--- config.mk ---
export PLATFORM = sky130hd
export DESIGN_NAME = frps_sequencer
export DESIGN_NICKNAME = d
export VERILOG_FILES = /design/src/include/frps_pkg.sv /design/src/design/frps_sequencer.sv
export SDC_FILE = /design/constraint.sdc
export NUM_CORES = 1
export LEC_CHECK = 0
export BUFFER_PORTS_ARGS = -buffer_cell sky130_fd_sc_hd__buf_4
export CORE_MARGIN = 1.5
export CORE_UTILIZATION = 50
export CTS_CLUSTER_DIAMETER = 80
export DETAILED_ROUTE_END_ITERATION = 8
export PLACE_DENSITY_LB_ADDON = 0.12
export REMOVE_ABC_BUFFERS = 1
export SETUP_SLACK_MARGIN = 0.2
export SLEW_MARGIN = 15
export SYNTH_ARGS = -nofsm -noshare
export SYNTH_HDL_FRONTEND = slang
export SYNTH_SLANG_ARGS = --single-unit
--- constraint.sdc ---
create_clock -name clk_sys_in -period 2.8 [get_ports clk_sys_in]
set_input_delay 0.14 -clock clk_sys_in [delete_from_list [all_inputs] [get_ports clk_sys_in]]
set_output_delay 0.14 -clock clk_sys_in [all_outputs]
set_load 0.03 [all_outputs]
--- src/include/frps_pkg.sv ---
// Purpose: Shared constants and types for the four rail power sequencer
// Assumes: 50 MHz system clock
// Notes:   Long delays are also top-level parameters so simulation can shorten them
package frps_pkg;
    localparam int unsigned CLK_HZ        = 50000000;
    localparam int unsigned LONG_DLY_MS   = 190;
    localparam int unsigned QUAL_DLY_US   = 30;
    localparam int unsigned LONG_DLY_CYC  = (CLK_HZ / 1000) * LONG_DLY_MS;
    localparam int unsigned QUAL_DLY_CYC  = (CLK_HZ / 1000000) * QUAL_DLY_US;
    localparam int          CNT_W         = 24;
    localparam logic [3:0]  RAILS_RST     = 4'h0;
    localparam logic [CNT_W-1:0] CNT_RST  = 24'h000000;

    typedef enum logic [2:0] {
        st_reset,
        st_first_on,
        st_second_on,
        st_all_on,
        st_power_good
    } frps_state_t;

    // Enable and power-good levels, active high
    typedef struct packed {
        logic reg_a_enable;
        logic reg_b_enable;
        logic reg_c_enable;
        logic power_good;
    } frps_outs_t;

    typedef struct packed {
        logic [3:0]       sync1;
        logic [3:0]       sync2;
        frps_state_t      state;
        logic [CNT_W-1:0] cnt;
        frps_outs_t       outs;
    } frps_regs_t;
endpackage

--- src/design/frps_sequencer.sv ---
// Purpose: State machine core sequencing three regulators from four rail comparators
// Assumes: Comparator results arrive asynchronously; single 50 MHz clock
// Notes:   Outputs are drive levels only; open-drain stage lives outside
//
// Overview of operation
// - Main rail high for 190 ms in reset moves to first-on, enabling regulator A.
// - In first-on, rail B qualified high moves to second-on, enabling regulator B.
// - In second-on, rail C qualified high moves to all-on, enabling regulator C.
// - In all-on, all four rails high moves to power-good, asserting power good.
// - In power-good, power good drops whenever any rail input falls low.
// - In power-good, main rail low drops all enables; other rails never do.
// - All enables and power good are low in reset and from start-up.
// - All outputs are active high assert/deassert levels.
// - Four rails monitored, three regulators in fixed order, power good last.
// - Power good waits 190 ms with all inputs high.
// - Rails B and C must hold high with earlier rails for 30 us to advance.
// - Rail B, C or D low for 30 us in power-good returns to all-on.
// - Main rail fault in power-good turns all enables off at once.
`timescale 1ns/1ps
module frps_sequencer #(
    parameter int unsigned LONG_CYC = frps_pkg::LONG_DLY_CYC
) (
    // Clock, reset and enable
    input  wire logic       clk_sys_in,
    input  wire logic       sys_rst_in,
    input  wire logic       clk_en_in,
    // Comparator results
    input  wire logic       main_rail_in,
    input  wire logic       rail_b_in,
    input  wire logic       rail_c_in,
    input  wire logic       rail_d_in,
    // Regulator enables and power good
    output logic            reg_a_enable_out,
    output logic            reg_b_enable_out,
    output logic            reg_c_enable_out,
    output logic            power_good_out
);
    // Terminal counts; the long one follows the parameter so a bench can shorten it
    localparam logic [frps_pkg::CNT_W-1:0] LONG_TC =
        frps_pkg::CNT_W'(LONG_CYC - 1);
    localparam logic [frps_pkg::CNT_W-1:0] QUAL_TC =
        frps_pkg::CNT_W'(frps_pkg::QUAL_DLY_CYC - 1);

    frps_pkg::frps_regs_t st_r;
    frps_pkg::frps_regs_t st_nxt;
    logic [3:0]           rails;

    assign rails = st_r.sync2; // bit0 main, 1 B, 2 C, 3 D

    // Next-state logic; counter restarts whenever the watched condition breaks
    always_comb begin
        st_nxt       = st_r;
        st_nxt.sync1 = {rail_d_in, rail_c_in, rail_b_in, main_rail_in};
        st_nxt.sync2 = st_r.sync1;
        unique case (st_r.state)
            // Any low main sample throws the long count away
            frps_pkg::st_reset: begin
                if (!rails[0]) begin
                    st_nxt.cnt = frps_pkg::CNT_RST;
                end else if (st_r.cnt == LONG_TC) begin
                    st_nxt.cnt   = frps_pkg::CNT_RST;
                    st_nxt.state = frps_pkg::st_first_on;
                end else begin
                    st_nxt.cnt = st_r.cnt + 1'b1;
                end
            end
            // Rail B has to hold together with the main rail
            frps_pkg::st_first_on: begin
                if (rails[1:0] != 2'h3) begin
                    st_nxt.cnt = frps_pkg::CNT_RST;
                end else if (st_r.cnt == QUAL_TC) begin
                    st_nxt.cnt   = frps_pkg::CNT_RST;
                    st_nxt.state = frps_pkg::st_second_on;
                end else begin
                    st_nxt.cnt = st_r.cnt + 1'b1;
                end
            end
            // Rail C has to hold together with both earlier rails
            frps_pkg::st_second_on: begin
                if (rails[2:0] != 3'h7) begin
                    st_nxt.cnt = frps_pkg::CNT_RST;
                end else if (st_r.cnt == QUAL_TC) begin
                    st_nxt.cnt   = frps_pkg::CNT_RST;
                    st_nxt.state = frps_pkg::st_all_on;
                end else begin
                    st_nxt.cnt = st_r.cnt + 1'b1;
                end
            end
            // All four high for the long delay before power good
            frps_pkg::st_all_on: begin
                if (rails != 4'hf) begin
                    st_nxt.cnt = frps_pkg::CNT_RST;
                end else if (st_r.cnt == LONG_TC) begin
                    st_nxt.cnt   = frps_pkg::CNT_RST;
                    st_nxt.state = frps_pkg::st_power_good;
                end else begin
                    st_nxt.cnt = st_r.cnt + 1'b1;
                end
            end
            frps_pkg::st_power_good: begin
                // Main rail loss wins over everything: back to reset at once
                if (!rails[0]) begin
                    st_nxt.cnt   = frps_pkg::CNT_RST;
                    st_nxt.state = frps_pkg::st_reset;
                end else if (rails[3:1] == 3'h7) begin
                    // Secondaries all back: the fall-back window starts over
                    st_nxt.cnt = frps_pkg::CNT_RST;
                end else if (st_r.cnt == QUAL_TC) begin
                    st_nxt.cnt   = frps_pkg::CNT_RST;
                    st_nxt.state = frps_pkg::st_all_on;
                end else begin
                    st_nxt.cnt = st_r.cnt + 1'b1;
                end
            end
            // Illegal codes go to reset, the safe state with every output low
            default: begin
                st_nxt.cnt   = frps_pkg::CNT_RST;
                st_nxt.state = frps_pkg::st_reset;
            end
        endcase
        // Outputs decoded from next state so they change with the state edge
        st_nxt.outs.reg_a_enable = (st_nxt.state != frps_pkg::st_reset);
        st_nxt.outs.reg_b_enable = (st_nxt.state == frps_pkg::st_second_on) ||
                                   (st_nxt.state == frps_pkg::st_all_on) ||
                                   (st_nxt.state == frps_pkg::st_power_good);
        st_nxt.outs.reg_c_enable = (st_nxt.state == frps_pkg::st_all_on) ||
                                   (st_nxt.state == frps_pkg::st_power_good);
        // Power good also drops on the first low sample, ahead of the 30 us return
        st_nxt.outs.power_good = (st_nxt.state == frps_pkg::st_power_good) &&
                                 (rails == 4'hf);
    end

    // State register; clock enable freezes everything
    always_ff @(posedge clk_sys_in) begin
        if (sys_rst_in) begin
            st_r.sync1 <= frps_pkg::RAILS_RST;
            st_r.sync2 <= frps_pkg::RAILS_RST;
            st_r.state <= frps_pkg::st_reset;
            st_r.cnt   <= frps_pkg::CNT_RST;
            st_r.outs  <= '0;
        end else if (clk_en_in) begin
            st_r <= st_nxt;
        end
    end

    // Plain active-high levels; open-drain conversion is external
    assign reg_a_enable_out = st_r.outs.reg_a_enable;
    assign reg_b_enable_out = st_r.outs.reg_b_enable;
    assign reg_c_enable_out = st_r.outs.reg_c_enable;
    assign power_good_out   = st_r.outs.power_good;

    // Assertions
    out_order_a: assert property (@(posedge clk_sys_in) disable iff (sys_rst_in)
        (power_good_out |-> reg_c_enable_out) and (reg_c_enable_out |-> reg_b_enable_out)
        and (reg_b_enable_out |-> reg_a_enable_out))
        else $error("enable order broken");
    pg_drop_a: assert property (@(posedge clk_sys_in) disable iff (sys_rst_in)
        (clk_en_in && st_r.state == frps_pkg::st_power_good && rails != 4'hf)
        |=> !power_good_out)
        else $error("power good held with a rail low");
    main_off_a: assert property (@(posedge clk_sys_in) disable iff (sys_rst_in)
        (clk_en_in && st_r.state == frps_pkg::st_power_good && !rails[0])
        |=> !reg_a_enable_out && !reg_b_enable_out && !reg_c_enable_out)
        else $error("enables kept after main rail fault");
    other_keep_a: assert property (@(posedge clk_sys_in) disable iff (sys_rst_in)
        (st_r.state == frps_pkg::st_power_good && rails[0]) |=> reg_c_enable_out)
        else $error("enables dropped on secondary fault");
    first_on_a: assert property (@(posedge clk_sys_in) disable iff (sys_rst_in)
        $rose(reg_a_enable_out) |-> $past(st_r.cnt) == LONG_TC)
        else $error("regulator A enabled without full delay");
    b_qual_a: assert property (@(posedge clk_sys_in) disable iff (sys_rst_in)
        $rose(reg_b_enable_out) |-> $past(st_r.cnt) == QUAL_TC && $past(rails[1]))
        else $error("regulator B enabled without qualification");
    c_qual_a: assert property (@(posedge clk_sys_in) disable iff (sys_rst_in)
        $rose(reg_c_enable_out) |-> $past(st_r.cnt) == QUAL_TC && $past(rails[2]))
        else $error("regulator C enabled without qualification");
    pg_rise_a: assert property (@(posedge clk_sys_in) disable iff (sys_rst_in)
        $rose(power_good_out) && $past(st_r.state) == frps_pkg::st_all_on
        |-> $past(st_r.cnt) == LONG_TC)
        else $error("power good without full delay");
    rst_low_a: assert property (@(posedge clk_sys_in)
        sys_rst_in |=> !reg_a_enable_out && !reg_b_enable_out
        && !reg_c_enable_out && !power_good_out)
        else $error("outputs not low after reset");
    rst_state_a: assert property (@(posedge clk_sys_in) disable iff (sys_rst_in)
        st_r.state == frps_pkg::st_reset |-> !reg_a_enable_out && !reg_b_enable_out
        && !reg_c_enable_out && !power_good_out)
        else $error("output raised in reset state");

    // A broken main rail sample must restart the long count, not pause it
    main_restart_a: assert property (@(posedge clk_sys_in) disable iff (sys_rst_in)
        (clk_en_in && st_r.state == frps_pkg::st_reset && !rails[0])
        |=> st_r.cnt == frps_pkg::CNT_RST)
        else $error("long count kept across a main rail drop");
    prior_rails_a: assert property (@(posedge clk_sys_in) disable iff (sys_rst_in)
        ($rose(reg_b_enable_out) |-> $past(rails[1:0]) == 2'h3)
        and ($rose(reg_c_enable_out) |-> $past(rails[2:0]) == 3'h7))
        else $error("enable raised without earlier rails high");
    pg_rise_all_a: assert property (@(posedge clk_sys_in) disable iff (sys_rst_in)
        $rose(power_good_out) |-> $past(rails) == 4'hf)
        else $error("power good raised with a rail low");

    // Secondary loss held for the full window falls back with enables kept on
    pg_retreat_a: assert property (@(posedge clk_sys_in) disable iff (sys_rst_in)
        (clk_en_in && st_r.state == frps_pkg::st_power_good && rails[0]
         && rails[3:1] != 3'h7 && st_r.cnt == QUAL_TC)
        |=> st_r.state == frps_pkg::st_all_on && reg_a_enable_out
        && reg_b_enable_out && reg_c_enable_out)
        else $error("no fall back to all-on after secondary loss");
    pg_early_a: assert property (@(posedge clk_sys_in) disable iff (sys_rst_in)
        ($past(st_r.state) == frps_pkg::st_power_good && st_r.state == frps_pkg::st_all_on)
        |-> $past(st_r.cnt) == QUAL_TC)
        else $error("fell back before the qualify window");

    // Clock enable low must freeze synchronisers, state and counters alike
    en_freeze_a: assert property (@(posedge clk_sys_in) disable iff (sys_rst_in)
        (!clk_en_in && !sys_rst_in) |=> $stable(st_r))
        else $error("state moved while clock enable low");
    sync_pipe_a: assert property (@(posedge clk_sys_in) disable iff (sys_rst_in)
        (clk_en_in && !sys_rst_in) |=> st_r.sync2 == $past(st_r.sync1))
        else $error("synchroniser stage skipped");
endmodule // frps_sequencer

==> results.json, run 1 <==
{
  "netlist-cell-type-count": 53,
  "cpMaxStageDelayCell": "or3_1",
  "synthFlopType": "dfxtp_1",
  "cts_hold_buf": 0,
  "drc": 0,
  "grt.total_usage_pct": 19.8,
  "antenna_found_initial": 0,
  "seq_area_frac_synth_pct": 35.7,
  "vias_per_cell": 5.94,
  "placedInstanceArea_sq_um": 2270,
  "num_vias": 1955,
  "slowest_delay_ns": 0.42,
  "drive_above_1_share_pct": 12.5,
  "finalSetupViolCount": 0,
  "ys_ff_latch": 39,
  "fin_area_sq_um": 2390,
  "status": "completed",
  "synth_area_sq_um": 2190,
  "finalNetCount": 286,
  "dp.cells": 321,
  "path_cells": "ha_1 > nand4_1 > or3_1 > o211ai_2 > a21oi_1 > nand2b_1 > o311ai_1",
  "finalCritPeriodShare_pct": 82.1,
  "synth_warnings": 0,
  "setup.worst_path.end_class": "register",
  "slew_headroom_pct": 61.4,
  "dr.first_iter.drc_count": 130,
  "clk_pin_slew_worst_paths_ns": 0.08,
  "hp-class": "input port to register",
  "final_util_pct": 58.0,
  "rows": 23,
  "crit_required_ns": 2.96,
  "grt_pass1_wl_um": 7760,
  "tritoncts": "yes",
  "rsz0062_at_grt": "false",
  "cp_max_fo": 9,
  "io_buffers": 10,
  "leakagePower_nw": 0.829,
  "avgSynthCellArea_sq_um": 8.04,
  "dieArea_sq_um": 4780,
  "fin_cells": 329,
  "post-dp-hpwl_um": 3350,
  "finalClockSkew_ns": 0.00511,
  "tightestPinTransition_ns": 0.573,
  "clock_sinks": 39,
  "criticalPathCategory": "register to register",
  "cts_buffers": 5,
  "initial_core_util_pct": 53.1,
  "irDropWorstVdd_v": 0.000359,
  "coreArea_sq_um": 4120,
  "drt_pre_antenna_iters": 4,
  "htree_levels": 2,
  "first_global_vias": 1692,
  "hold_viol": 0,
  "ys_async_sr_fraction_pct": 0,
  "netlist_instances": 272,
  "clk_latency_ns": 0.29,
  "drt_wl_total_um": 4660,
  "die_x_um": 69.1,
  "final_common_cell": "dfxtp_1",
  "arrival_ns": 2.46,
  "crit_path_start_kind": "register",
  "max_freq_ghz": 0.435,
  "io_pins": 11,
  "grt_max_degree": 23,
  "cts_setup_buffers": 0,
  "fin_tns_setup_ns": 0,
  "root_buffer": "clkbuf_8",
  "die_h_um": 69.1,
  "place_congestion": 0.800,
  "min_period_ns": 2.30,
  "cts_buffer_depth": 2,
  "ant_nets": 0,
  "cts_resized": 0,
  "diodes": 0,
  "synth_edf_count": 0,
  "cellPowerDensity_nw_per_um2": 468,
  "area_growth_pct": 9.22,
  "final_cell_mix": "dfxtp_1, nor2_1, nand2_1, nand3_1, a21oi_1",
  "drv_slew": 0,
  "wl_per_cell_um": 14.2,
  "cap_violations": 0,
  "gr-total-overflow": 0
}
==> cell usage after synthesis, drive strengths merged (2+ instances only) <==
cell	count	area, sq um
a211oi	2	32.5
a21oi	14	70.1
a221o	2	20.0
a22oi	2	15.0
and3	8	50.1
and4	2	17.5
buf	10	61.3
clkbuf	4	15.0
dfxtp	39	781
inv	7	26.3
mux2i	13	130
nand2	33	124
nand2b	3	18.8
nand3	23	115
nand3b	4	30.0
nand4	13	87.6
nand4b	2	17.5
nor2	36	135
nor2b	3	18.8
nor3	7	45.0
nor4	3	33.8
o21ai	11	58.8
o311ai	2	17.5
or2	2	12.5
or3	2	12.5
or4	3	26.3
xnor2	2	17.5
xor2	4	35.0
==> cell type report <==
type / count / area (sq um)
Timing Repair Buffer: 13 / 97.6
Inverter: 7 / 26.3
Clock buffer: 6 / 82.6
Fill cell: 383 / 1730
Sequential cell: 39 / 781
Tap cell: 50 / 62.6
Clock inverter: 2 / 35.0
Multi-Input combinational cell: 212 / 1300
==> state kept, by name (all words and copies together), names as in the netlist <==
| register | cells |
|---|---|
| st_r | 27 |
| power_good_out | 1 |
| rails | 4 |
| reg_c_enable_out | 1 |
| reg_b_enable_out | 1 |
| st_nxt | 4 |
| reg_a_enable_out | 1 |
==> report_power, final <==
part           switching, mW  internal, mW
Sequential           0.00842         0.563
Clock                  0.197         0.288
Combinational         0.0361        0.0245
Total                  0.242         0.876
==> critical path, delay by kind of cell, from the launching register on <==
family                   cells  cell delay [ns]
AO/OA/AOI/OAI                3             0.56
flip-flops                   1             0.39
AND/OR/NAND/NOR              3             0.96
adder cells (fa/ha/maj)      1             0.26
==> layer usage <==
metal  routed length (um)  GRT usage [%]
met3                  138           5.26
met4                   80           8.71
met1                 2390           27.0
met2                 2040           29.5
met5                    0              0
==> logic make-up (layout without fill, tap and decap cells) <==
family / count (synthesis) / count (layout) / share of synthesized area [%]
xor gates and xnor gates: 6 / 6 / 2.40
muxes: 13 / 13 / 5.95
AOI/OAI and AO/OA: 42 / 42 / 13.9
adders and majority gates: 1 / 1 / 0.572
and+or+nand+nor: 150 / 150 / 36.7
buffers and inverters: 21 / 28 / 4.69
DFF: 39 / 39 / 35.7
==> through the flow <==
step | setup slack [ns] | total power, mW | hold slack [ns]
3_5_place_dp | 0.546 | 0.645 | 0.383
4_1_cts | 0.523 | 1.13 | 0.0690
6_report | 0.502 | 1.12 | 0.0781
5_1_grt | 0.279 | 1.15 | 0.0679
3_3_place_gp | 0.606 | 0.644 | 0.374
2_1_floorplan | 0.640 | 0.617 | 0.205
==> final timing paths <==
kind / startpoint / end / slack (ns) / cells past startpoint
worst min-delay path: rail_d_in / st_nxt[34] / 0.08 / 3
worst max register to register: st_r[4] / st_r[14] / 0.50 / 7
worst min register to register: power_good_out / power_good_out / 0.47 / 2
worst max-delay path: st_r[4] / st_r[14] / 0.50 / 7
No activity file was read; power rests on OpenSTA's default activity.
==> run 2: changes to the inputs <==
--- a/config.mk
+++ b/config.mk
@@ -5,6 +5,7 @@
 export SDC_FILE = /design/constraint.sdc
 export NUM_CORES = 1
 export LEC_CHECK = 0
+export ABC_AREA = 1
 export BUFFER_PORTS_ARGS = -buffer_cell sky130_fd_sc_hd__buf_4
 export CORE_MARGIN = 1.5
 export CORE_UTILIZATION = 50
==> constraint.sdc (replaced) <==
create_clock -name clk_sys_in -period 2.4 [get_ports clk_sys_in]
set_input_delay 0.12 -clock clk_sys_in [delete_from_list [all_inputs] [get_ports clk_sys_in]]
set_output_delay 0.12 -clock clk_sys_in [all_outputs]
set_load 0.03 [all_outputs]
==> results.json, run 2 <==
{
  "netlist-cell-type-count": 34,
  "grt_max_degree": 26,
  "hold_depth": 3,
  "area_growth_pct": 10.0,
  "criticalPathCategory": "register to register",
  "cpMaxStageDelayCell": "dfxtp_1",
  "synthTopCellsByCount": "nand2_1, nor2_1, dfxtp_1, inv_1, a21oi_1",
  "finalCritPeriodShare_pct": 79.0,
  "cts_resized": 0,
  "cp_max_fo": 4,
  "ant_nets": 0,
  "grt_pass1_wl_um": 9080,
  "antenna_found_initial": 0,
  "grt.total_usage_pct": 22.4,
  "cap_violations": 0,
  "max_freq_ghz": 0.527,
  "ys_async_sr_fraction_pct": 0,
  "synth_warnings": 0,
  "hold_start": "rail_c_in",
  "min_to": "st_nxt[33]",
  "drv_slew": 0,
  "gr-total-overflow": 0,
  "arrival_ns": 2.09,
  "rows": 24,
  "yosysTopAreaCell": "dfxtp_1",
  "wl_per_cell_um": 12.2,
  "status": "completed",
  "leakagePower_nw": 0.985,
  "die_h_um": 71.1,
  "fill_cells": 437,
  "final_common_cell": "nand2_1",
  "io_pins": 11,
  "crit_top_cell": "nand2_2",
  "cts_setup_buffers": 0,
  "yosysMostFrequentCell": "nand2_1",
  "synth_edf_count": 0,
  "yosys.area.top_type_share_pct": 33.7,
  "clock_sinks": 39,
  "cellPowerDensity_nw_per_um2": 553,
  "setup.worst_path.end_class": "register",
  "hold_viol": 0,
  "tritoncts": "yes",
  "netlist_instances": 362,
  "r2r_slack_ns": 0.50,
  "r2r_start": "st_r[4]",
  "crit_path_start_kind": "register",
  "crit_required_ns": 2.60,
  "drive_above_1_share_pct": 13.2,
  "clk_pin_slew_worst_paths_ns": 0.08,
  "ys_ff_latch": 39,
  "synth_area_sq_um": 2320,
  "cts_buffer_depth": 2,
  "finalClockSkew_ns": 0.00295,
  "clk_latency_ns": 0.30,
  "place_ws_ns": 0.525,
  "place_congestion": 0.836,
  "coreArea_sq_um": 4410,
  "final_cell_mix": "nand2_1, nor2_1, inv_1, dfxtp_1, a21oi_1",
  "slowest_delay_ns": 0.39,
  "diodes": 0,
  "fin_tns_setup_ns": 0,
  "finalNetCount": 377,
  "reg2regPathDepth": 10,
  "tightestPinTransition_ns": 0.619,
  "root_buffer": "clkbuf_8",
  "yosys-top-cells-area": "dfxtp_1, nand2_1, nor2_1, inv_1, a21oi_1",
  "cts_hold_buf": 0,
  "slew_headroom_pct": 58.3,
  "drt_pre_antenna_iters": 4,
  "drt_wl_total_um": 5130,
  "dieArea_sq_um": 5050,
  "io_buffers": 10,
  "drc": 0,
  "layout_setup_ws_ns": 0.503,
  "htree_levels": 2,
  "seq_area_frac_synth_pct": 33.7,
  "die_x_um": 71.1,
  "synthFlopType": "dfxtp_1",
  "finalSetupViolCount": 0,
  "rsz0062_at_grt": "false",
  "avgSynthCellArea_sq_um": 6.40,
  "top_register": "st_r",
  "first_global_vias": 2009,
  "post-dp-hpwl_um": 3670,
  "hp-class": "input port to register",
  "initial_core_util_pct": 52.5,
  "num_vias": 2174,
  "timing.rr.end": "st_r[24]",
  "path_cells": "ha_1 > nand2_2 > nor2_2 > nand2_2 > nor3_4 > nand2_2 > nor3_2 > nand4_1 > o21ai_1 > a21oi_2",
  "irDropWorstVdd_v": 0.000343,
  "vias_per_cell": 5.15,
  "min_period_ns": 1.90,
  "dr.first_iter.drc_count": 193,
  "largest_register_ffs": 27,
  "cts_buffers": 5
}
run 2: worst max-delay path: cells and delay by family, from the launching register on:
family / cells / cell delay, ns
simple gates: 7 / 0.92
fa+ha+maj: 1 / 0.25
flops: 1 / 0.39
compound gates: 2 / 0.23
run 2: logic make-up after synthesis:
group,Yosys count,synth area share [%]
compound gates,63,15.4
xor+xnor,3,1.13
simple gates,201,39.8
buf+inv,55,9.45
fa+ha+maj,1,0.540
flops,39,33.7
run 2: worst max path at each step:
stage	start	endpoint	cells after the start
global route	st_r[4]	st_r[24]	10
CTS	st_r[4]	st_r[24]	10
finish	st_r[4]	st_r[24]	10
global placement	st_r[4]	st_r[24]	10
floorplan	st_r[4]	st_r[24]	10
detailed placement	st_r[4]	st_r[24]	10
run 2: metrics by stage:
stage          instance area (sq um)  hold WS [ns]  total power [mW]  cells  util, %
2_1_floorplan                   2270         0.182             0.724    351        -
3_3_place_gp                    2410         0.343             0.760    414     54.7
3_5_place_dp                    2410         0.346             0.760    414     54.7
4_1_cts                         2550        0.0324              1.43    422     57.8
5_1_grt                         2550        0.0624              1.46    422     57.8
6_report                        2550        0.0401              1.41    422     57.8
run 2: cell type report:
class | count | area (sq um) | area share, %
inverters | 44 | 168 | 6.58
multi-input cells | 268 | 1320 | 51.7
repair buffers | 11 | 82.6 | 3.24
clock buffers | 5 | 68.8 | 2.70
well taps | 52 | 65.1 | 2.55
flip-flops and latches | 39 | 781 | 30.6
clock inverters | 3 | 67.6 | 2.65
run 2: routing by layer:
metal,vias up,track usage [%],part of all wire [%]
li1,1175,-,-
met1,948,31.3,52
met2,44,34.7,43
met3,7,4.56,3.8
met4,0,7.34,1.4
met5,-,0,0
run 2: power by group:
group,total [mW],internal [mW],switching [mW]
logic,0.0772,0.0242,0.0530
registers,0.668,0.660,0.00844
clock network,0.665,0.415,0.250
